File: config.mk
export PLATFORM = sky130hd
export DESIGN_NAME = deep_sleep_clock_gate_bank0
export DESIGN_NICKNAME = d
export VERILOG_FILES = /design/src/deep_sleep_clock_gate_bank0.v
export VERILOG_INCLUDE_DIRS = /design/src /design/src/src
export SDC_FILE = /design/constraint.sdc
export NUM_CORES = 1
export LEC_CHECK = 0
export BUFFER_PORTS_ARGS = -buffer_cell sky130_fd_sc_hd__buf_2
export CORE_ASPECT_RATIO = 0.6
export CORE_MARGIN = 2
export CORE_UTILIZATION = 25
export DETAILED_ROUTE_END_ITERATION = 8
export GPL_ROUTABILITY_DRIVEN = 0
export PLACE_DENSITY_LB_ADDON = 0.25
export SLEW_MARGIN = 0
export SYNTH_ARGS = -nofsm -noshare
export SYNTH_HDL_FRONTEND = slang
export SYNTH_SLANG_ARGS = --single-unit
File: constraint.sdc
create_clock -name CORE_CLK_I -period 2.6 [get_ports CORE_CLK_I]
set_input_delay 0.39 -clock CORE_CLK_I [delete_from_list [all_inputs] [get_ports CORE_CLK_I]]
set_output_delay 0.39 -clock CORE_CLK_I [all_outputs]
set_load 0.01 [all_outputs]
File: src/deep_sleep_clock_gate_map.vh
// register map and field layout of the deep-sleep unit clock gate bank
`ifndef DEEP_SLEEP_CLOCK_GATE_MAP_VH
`define DEEP_SLEEP_CLOCK_GATE_MAP_VH

// gating register
`define DSCG_GATE_OFFSET 12'h120
`define DSCG_GATE_RESET 32'h00000040
// event status, write one to clear
`define DSCG_STATUS_OFFSET 12'h130
// event mask, same layout as status
`define DSCG_MASK_OFFSET 12'h134
// last faulting unit and fault count
`define DSCG_FAULT_OFFSET 12'h138
// unit clock enables as currently applied
`define DSCG_APPLIED_OFFSET 12'h13C

// gating register fields
`define DSCG_CAN_BIT 24
`define DSCG_ADC_BIT 16
`define DSCG_RATE_HI 9
`define DSCG_RATE_LO 8
`define DSCG_HIB_BIT 6
`define DSCG_WDT_BIT 3
// writable bits of the gating register
`define DSCG_WRITE_MASK 32'h01010348

// converter sample rate codes
`define DSCG_RATE_125K 2'h0
`define DSCG_RATE_250K 2'h1
`define DSCG_RATE_500K 2'h2

// event status bits
`define DSCG_EV_FAULT 0
`define DSCG_EV_CLAMP 1
`define DSCG_EV_APPLY 2
`define DSCG_EV_W 3

// unit indices
`define DSCG_UNIT_WDT 0
`define DSCG_UNIT_HIB 1
`define DSCG_UNIT_ADC 2
`define DSCG_UNIT_CAN 3
`define DSCG_UNITS 4

`endif

File: src/deep_sleep_clock_gate_bank0.v
// deep-sleep unit clock gate register with bus fault screening and events
//
// Contract
// - a gating bit at one gives its unit a clock, at zero the unit is unclocked and disabled.
// - an access to a unit whose clock is off is answered with a bus fault, not a normal completion.
// - gating bits leave reset at zero unless an exception is given for the bit.
// - the deep-sleep gating register is at 0x120, 32 bits wide, and resets to 0x00000040.
// - the register only governs unit clocks in deep sleep when auto clock gating is selected.
// - bit 24 is the read-write clock enable of the controller-area-network unit 0, reset zero.
// - bit 16 is the read-write clock enable of converter module 0, reset zero.
// - bits 9:8 select the converter rate, 0x2 for 500K, 0x1 for 250K, 0x0 for 125K, reset zero.
// - the rate selection never lets the converter run above its permitted maximum.
// - bit 6 is the read-write clock enable of the hibernation module.
// - bit 3 is the read-write clock enable of the watchdog, reset zero.
`timescale 1ns/1ps
`include "deep_sleep_clock_gate_map.vh"

module deep_sleep_clock_gate_bank0 #(
  parameter [1:0] MAX_RATE_CODE = `DSCG_RATE_500K,
  parameter ADDR_W = 12
) (
  input wire CORE_CLK_I,
  input wire RST_I,
  input wire [ADDR_W-1:0] ADDR_I,
  input wire [31:0] WDATA_I,
  input wire WR_I,
  input wire RD_I,
  output wire [31:0] RDATA_O,
  input wire DEEP_SLEEP_I,
  input wire AUTO_CLOCK_GATING_SELECT_I,
  input wire [`DSCG_UNITS-1:0] RUN_UNIT_CLOCK_GATE_I,
  input wire [1:0] RUN_RATE_SELECT_I,
  input wire [`DSCG_UNITS-1:0] UNIT_ACCESS_I,
  output wire [`DSCG_UNITS-1:0] UNIT_CLK_EN_O,
  output wire [1:0] CONVERTER_RATE_O,
  output wire [`DSCG_UNITS-1:0] BUS_FAULT_O,
  output wire [`DSCG_UNITS-1:0] ACCESS_DONE_O,
  output wire IRQ_O
);

  // bit position of each unit's enable in the gating register
  function integer unit_bit;
    input integer unit;
    begin
      case (unit)
        `DSCG_UNIT_WDT: unit_bit = `DSCG_WDT_BIT;
        `DSCG_UNIT_HIB: unit_bit = `DSCG_HIB_BIT;
        `DSCG_UNIT_ADC: unit_bit = `DSCG_ADC_BIT;
        `DSCG_UNIT_CAN: unit_bit = `DSCG_CAN_BIT;
        default: unit_bit = 0;
      endcase
    end
  endfunction

  // clamp a rate code to the permitted maximum
  function [1:0] rate_limit;
    input [1:0] code;
    begin
      if (code > MAX_RATE_CODE) begin
        rate_limit = MAX_RATE_CODE;
      end else begin
        rate_limit = code;
      end
    end
  endfunction

  // address match used by both the write and the read path
  function hit;
    input [ADDR_W-1:0] addr;
    input [11:0] offset;
    begin
      hit = (addr == offset[ADDR_W-1:0]);
    end
  endfunction

  // one-hot positions of the mapped registers
  localparam SEL_GATE = 0;
  localparam SEL_STATUS = 1;
  localparam SEL_MASK = 2;
  localparam SEL_FAULT = 3;
  localparam SEL_APPLIED = 4;

  // one-hot register select, shared by the write and read decode
  function [4:0] reg_select;
    input [ADDR_W-1:0] addr;
    begin
      reg_select = 5'h00;
      if (hit(addr, `DSCG_GATE_OFFSET)) begin
        reg_select[SEL_GATE] = 1'b1;
      end
      if (hit(addr, `DSCG_STATUS_OFFSET)) begin
        reg_select[SEL_STATUS] = 1'b1;
      end
      if (hit(addr, `DSCG_MASK_OFFSET)) begin
        reg_select[SEL_MASK] = 1'b1;
      end
      if (hit(addr, `DSCG_FAULT_OFFSET)) begin
        reg_select[SEL_FAULT] = 1'b1;
      end
      if (hit(addr, `DSCG_APPLIED_OFFSET)) begin
        reg_select[SEL_APPLIED] = 1'b1;
      end
    end
  endfunction

  // register state
  reg [31:0] gate_r;
  reg [31:0] gate_nxt;
  reg [`DSCG_EV_W-1:0] status_r;
  reg [`DSCG_EV_W-1:0] status_nxt;
  reg [`DSCG_EV_W-1:0] mask_r;
  reg [1:0] fault_unit_r;
  reg [1:0] fault_unit_nxt;
  reg [7:0] fault_count_r;
  reg [7:0] fault_count_nxt;
  reg [31:0] rdata_r;
  reg [31:0] rdata_nxt;
  reg [`DSCG_UNITS-1:0] clk_en_r;
  reg [`DSCG_UNITS-1:0] clk_en_nxt;
  reg [1:0] rate_r;
  reg [1:0] rate_nxt;
  reg [`DSCG_UNITS-1:0] fault_r;
  reg [`DSCG_UNITS-1:0] done_r;
  reg sleep_gated_r;

  wire [4:0] sel;
  wire wr_gate;
  wire wr_status;
  wire wr_mask;
  wire [1:0] wr_rate;
  wire wr_clamped;

  // write decode; offsets are distinct so one strobe reaches one register
  assign sel = reg_select(ADDR_I);
  assign wr_gate = WR_I & sel[SEL_GATE];
  assign wr_status = WR_I & sel[SEL_STATUS];
  assign wr_mask = WR_I & sel[SEL_MASK];
  assign wr_rate = WDATA_I[`DSCG_RATE_HI:`DSCG_RATE_LO];
  // a too-fast rate code written to the gating register is flagged so software can see it was held back
  assign wr_clamped = wr_gate & (wr_rate > MAX_RATE_CODE);

  // deep-sleep settings apply only with auto clock gating selected
  wire sleep_gated;
  assign sleep_gated = DEEP_SLEEP_I & AUTO_CLOCK_GATING_SELECT_I;

  // per-unit enable source: deep-sleep bit or the run-mode enable
  wire [`DSCG_UNITS-1:0] deep_en;
  genvar g;
  generate
    for (g = 0; g < `DSCG_UNITS; g = g + 1) begin : g_unit
      assign deep_en[g] = gate_r[unit_bit(g)];
    end
  endgenerate

  // gating register update; reserved bits never take write data
  always @* begin
    gate_nxt = gate_r;
    if (wr_gate) begin
      gate_nxt = 32'h00000000;
      gate_nxt[`DSCG_CAN_BIT] = WDATA_I[`DSCG_CAN_BIT];
      gate_nxt[`DSCG_ADC_BIT] = WDATA_I[`DSCG_ADC_BIT];
      gate_nxt[`DSCG_HIB_BIT] = WDATA_I[`DSCG_HIB_BIT];
      gate_nxt[`DSCG_WDT_BIT] = WDATA_I[`DSCG_WDT_BIT];
      gate_nxt[`DSCG_RATE_HI:`DSCG_RATE_LO] = rate_limit(wr_rate);
    end
  end

  // applied enables; registered so downstream gates see glitch-free levels
  always @* begin
    if (sleep_gated) begin
      clk_en_nxt = deep_en;
    end else begin
      clk_en_nxt = RUN_UNIT_CLOCK_GATE_I;
    end
  end

  // applied rate; the stored deep-sleep field is already clamped
  always @* begin
    if (sleep_gated) begin
      rate_nxt = gate_r[`DSCG_RATE_HI:`DSCG_RATE_LO];
    end else begin
      rate_nxt = rate_limit(RUN_RATE_SELECT_I);
    end
  end

  // access screening: faults decided on the enables in force this cycle
  wire [`DSCG_UNITS-1:0] fault_now;
  wire [`DSCG_UNITS-1:0] done_now;
  assign fault_now = UNIT_ACCESS_I & ~clk_en_r;
  assign done_now = UNIT_ACCESS_I & clk_en_r;

  // lowest faulting unit is recorded when several fault together
  always @* begin
    fault_unit_nxt = fault_unit_r;
    if (fault_now[3]) begin
      fault_unit_nxt = 2'h3;
    end
    if (fault_now[2]) begin
      fault_unit_nxt = 2'h2;
    end
    if (fault_now[1]) begin
      fault_unit_nxt = 2'h1;
    end
    if (fault_now[0]) begin
      fault_unit_nxt = 2'h0;
    end
  end

  // saturating count so software can tell a burst from a single fault
  always @* begin
    fault_count_nxt = fault_count_r;
    if (wr_status & WDATA_I[`DSCG_EV_FAULT]) begin
      fault_count_nxt = 8'h00;
    end
    if ((|fault_now) && (fault_count_nxt != 8'hFF)) begin
      fault_count_nxt = fault_count_nxt + 8'h01;
    end
  end

  // sticky events; a set in the clearing cycle wins
  wire [`DSCG_EV_W-1:0] ev_set;
  assign ev_set[`DSCG_EV_FAULT] = |fault_now;
  assign ev_set[`DSCG_EV_CLAMP] = wr_clamped;
  assign ev_set[`DSCG_EV_APPLY] = sleep_gated ^ sleep_gated_r;

  always @* begin
    status_nxt = status_r;
    if (wr_status) begin
      status_nxt = status_r & ~WDATA_I[`DSCG_EV_W-1:0];
    end
    status_nxt = status_nxt | ev_set;
  end

  // read mux; unmapped offsets and reserved bits read zero
  always @* begin
    rdata_nxt = 32'h00000000;
    if (RD_I) begin
      case (sel)
        5'h01: begin
          rdata_nxt = gate_r & `DSCG_WRITE_MASK;
        end
        5'h02: begin
          rdata_nxt = {29'h0, status_r};
        end
        5'h04: begin
          rdata_nxt = {29'h0, mask_r};
        end
        5'h08: begin
          rdata_nxt = {16'h0000, fault_count_r, 6'h00, fault_unit_r};
        end
        5'h10: begin
          rdata_nxt = {23'h0, sleep_gated_r, 2'h0, rate_r, clk_en_r};
        end
        default: begin
          rdata_nxt = 32'h00000000;
        end
      endcase
    end
  end

  // gate register; hibernation enable is the one bit that resets high
  always @(posedge CORE_CLK_I or posedge RST_I) begin
    if (RST_I) begin
      gate_r <= `DSCG_GATE_RESET;
    end else begin
      gate_r <= gate_nxt;
    end
  end

  // event status; a set in the clearing cycle wins
  always @(posedge CORE_CLK_I or posedge RST_I) begin
    if (RST_I) begin
      status_r <= 3'h0;
    end else begin
      status_r <= status_nxt;
    end
  end

  // event mask, written whole
  always @(posedge CORE_CLK_I or posedge RST_I) begin
    if (RST_I) begin
      mask_r <= 3'h0;
    end else if (wr_mask) begin
      mask_r <= WDATA_I[`DSCG_EV_W-1:0];
    end
  end

  // fault record
  always @(posedge CORE_CLK_I or posedge RST_I) begin
    if (RST_I) begin
      fault_unit_r <= 2'h0;
      fault_count_r <= 8'h00;
    end else begin
      fault_unit_r <= fault_unit_nxt;
      fault_count_r <= fault_count_nxt;
    end
  end

  // applied enables; all units start unclocked until the first edge
  always @(posedge CORE_CLK_I or posedge RST_I) begin
    if (RST_I) begin
      clk_en_r <= 4'h0;
    end else begin
      clk_en_r <= clk_en_nxt;
    end
  end

  // applied rate starts at the slowest code
  always @(posedge CORE_CLK_I or posedge RST_I) begin
    if (RST_I) begin
      rate_r <= `DSCG_RATE_125K;
    end else begin
      rate_r <= rate_nxt;
    end
  end

  // previous gating mode, for the enter/leave event
  always @(posedge CORE_CLK_I or posedge RST_I) begin
    if (RST_I) begin
      sleep_gated_r <= 1'b0;
    end else begin
      sleep_gated_r <= sleep_gated;
    end
  end

  // access answers, one cycle after the request
  always @(posedge CORE_CLK_I or posedge RST_I) begin
    if (RST_I) begin
      fault_r <= 4'h0;
      done_r <= 4'h0;
    end else begin
      fault_r <= fault_now;
      done_r <= done_now;
    end
  end

  // read data, standing only in the cycle after the strobe
  always @(posedge CORE_CLK_I or posedge RST_I) begin
    if (RST_I) begin
      rdata_r <= 32'h00000000;
    end else begin
      rdata_r <= rdata_nxt;
    end
  end

  assign RDATA_O = rdata_r;
  assign UNIT_CLK_EN_O = clk_en_r;
  assign CONVERTER_RATE_O = rate_r;
  assign BUS_FAULT_O = fault_r;
  assign ACCESS_DONE_O = done_r;
  // level interrupt, high while any unmasked event is pending
  assign IRQ_O = |(status_r & mask_r);

endmodule // deep_sleep_clock_gate_bank0

==> impl_metrics.tcl <==
set metrics [dict create \
    critPathArrivalTime_ps 2470 \
    worst_clock_skew_ps 4.40 \
    synth_cell_types 49 \
    rrSetupSlack_ps 750 \
    cellPowerDensity_mw_per_mm2 655 \
    drive_gt1_share_pct 38.3 \
    die_y_um 80.7 \
    clkSinkCount 54 \
    setup_viol 0 \
    vias_per_cell 4.47 \
    n_fill_cell 985 \
    reg2reg_to "fault_count_r[5]" \
    port_buffers 68 \
    cts-buffers-inserted 5 \
    synth_area_leader_cell "dfrtp_1" \
    cts.reportedPaths.clkPinSlew_ps 70 \
    initial_utilization_pct 26.2 \
    cap_viol_max_count 0 \
    synth_top_area_share_pct 54.1 \
    antenna_found_initial 0 \
    grt_usage_pct 13.0 \
    postRouteWirelength_mm 6.40 \
    postRouteAntennaNets 0 \
    slowest_delay_ps 630 \
    placed_cells 417 \
    peakVddDrop_mv 0.277 \
    timing.final.ws_setup_ps 361 \
    slew_headroom_pct 61.4 \
    status "finished, final reports clean" \
    hold_violations 0 \
    die_w_um 132 \
    drt-initial-drc-count 74 \
    cp-start-kind "primary input" \
    syn_avg_cell_area_um2 11.7 \
    diodes 0 \
    dp_slack_ps 52.7 \
    p_leak_nw 1.57 \
    post_drt_wl_per_cell_um 15.0 \
    slew_viol_final 0 \
    synthTopCellsByArea "dfrtp_1, buf_4, mux2_2" \
    dp_hpwl_mm 5.01 \
    dr.pass1.iters 4 \
    ys_seq_area_share_pct 55.2 \
    drc 0 \
    grt_max_degree 30 \
    io_pins 107 \
    cp.depth 10 \
    grt_pass1_wl_mm 10.3 \
    core_mm2 0.00936 \
    num_vias 1900 \
    nNetsFinal 355 \
    fin_crit_ps 2240 \
    cp_slowest_cell "or4b_2" \
    synth-edff-count 0 \
    yosysWarnings 0 \
    cts_tree "yes" \
    yosysMostFrequentCell "dfrtp_1" \
    layout.area.seq_mm2 0.00135 \
    hold_buffers 0 \
    rows 27 \
    synth_common_cells "dfrtp_1, and2_1, buf_4, nand2_1, mux2_2" \
    worstPathCellList "buf_2 -> nor4b_1 -> buf_4 -> nand4_1 -> and2_1 -> ha_1 -> nand3_1 -> nor3_2 -> or4b_2 -> a21oi_1" \
    fin_crit_sh_pct 86.1 \
    startpoint "ADDR_I[9]" \
    areaGrowthSynthToFinish_pct 29.3 \
    die_area_mm2 0.0106 \
    synth_ff_type "dfrtp_1" \
    worstSetupPathType "primary input to flop" \
    rsz0062_at_grt "no" \
    fin_cells 425 \
    r2r_cells 6 \
    synthCells 210 \
    critical_path.top_delay_family "simple AND/OR/NAND/NOR gates" \
    synth-seq-cells 54 \
    r2r-start "fault_count_r[0]" \
    fmax_ghz 0.447 \
    syn-cell-area_mm2 0.00245 \
    cp-end-kind "flop" \
    multi_input_area_um2 990 \
    worst-path-buf-inv 2 \
    hold_class "primary input to asynchronous set/reset pin" \
    clockBufferDepth 2 \
    cp_max_fo 4 \
    grt_pass1_vias 1901 \
    cts_resized 0 \
    htree_levels 2 \
    clk_latency_ps 300 \
    grt-ovfl-total 0 \
    cts_setup_buffers 0 \
    clockRootBuffer "clkbuf_16" \
    async_flop_share_pct 100 \
    required_ps 2830 \
    fin_tns_setup_ps 0 \
    worstMarginPinSlew_ps 573 \
]
-- cell type report --
cell class | instances | area share [%]
clock buffers | 5 | 3.95
clock inverters | 3 | 1.54
inverters | 5 | 0.592
multi-input cells | 144 | 31.2
flip-flops and latches | 54 | 42.7
well taps | 130 | 5.13
repair buffers | 84 | 14.9
-- layer usage --
metal,GRT usage [%],wire [um],part of all wire [%]
met3,4.17,470,7.3
met4,4.24,69,1.1
met1,19.5,3490,55
met5,0,0,0
met2,17.1,2370,37
-- how the worst max path moves through the flow --
stage                  endpoint  slack [ps]
2_1_floorplan  fault_count_r[5]           3
3_3_place_gp   fault_count_r[5]         -10
3_5_place_dp   fault_count_r[5]          50
4_1_cts        fault_count_r[5]         360
5_1_grt        fault_count_r[5]         180
6_report       fault_count_r[5]         360
-- through the flow --
stage / area (um2) / util, % / total power, mW / hold slack [ps]
2_1_floorplan: 2500 / - / 1.18 / 452
3_3_place_gp: 3000 / 32.0 / 1.30 / 473
3_5_place_dp: 3000 / 32.0 / 1.30 / 474
4_1_cts: 3170 / 33.9 / 2.10 / 157
5_1_grt: 3170 / 33.9 / 2.19 / 165
6_report: 3170 / 33.9 / 2.08 / 139
-- registers in the layout, summed over array words and instances, names as in the netlist, 2 cells and up --
| name | flops |
|---|---|
| ACCESS_DONE_O | 4 |
| BUS_FAULT_O | 4 |
| CONVERTER_RATE_O | 2 |
| RDATA_O | 17 |
| UNIT_CLK_EN_O | 4 |
| fault_count_r | 8 |
| fault_unit_r | 2 |
| gate_r | 6 |
| mask_r | 3 |
| status_r | 3 |
-- cell usage in the layout (no fill, tap or decap), types with 2 or more instances in the layout --
cell | synthesis | layout
and4_1 | 2 | 2
clkbuf_16 | 0 | 5
buf_4 | 17 | 15
and3_1 | 5 | 5
inv_1 | 5 | 4
nor2b_1 | 6 | 6
a21oi_1 | 9 | 9
nand4_1 | 3 | 3
or4_1 | 2 | 2
and2_1 | 17 | 17
o31ai_1 | 3 | 3
nor4_1 | 3 | 3
conb_1 | 1 | 15
buf_2 | 1 | 68
nand3_1 | 8 | 8
dfrtp_1 | 53 | 53
nand2_1 | 12 | 12
mux4_2 | 2 | 2
or3_1 | 4 | 4
mux2_1 | 6 | 6
a41oi_1 | 2 | 2
mux2_2 | 10 | 10
nor3b_1 | 2 | 2
nor2_1 | 6 | 6
nor3_1 | 3 | 3
a22oi_1 | 2 | 2
-- cell families (layout without fill, tap and decap cells) --
family	Yosys count	count (layout)	share of synthesized area (%)
DFF	54	54	55.2
other	1	15	0.153
muxes	18	18	9.18
adders and majority gates	1	1	0.510
AOI/OAI and AO/OA	26	26	7.45
xor gates and xnor gates	1	1	0.357
buffers and inverters	26	97	6.63
and+or+nand+nor	83	83	20.6
-- where the power goes --
group          internal (mW)  switching [mW]
logic                  0.148           0.157
clock network          0.462           0.328
registers              0.908          0.0753
Note: power is estimated with default switching activity, not from simulation.
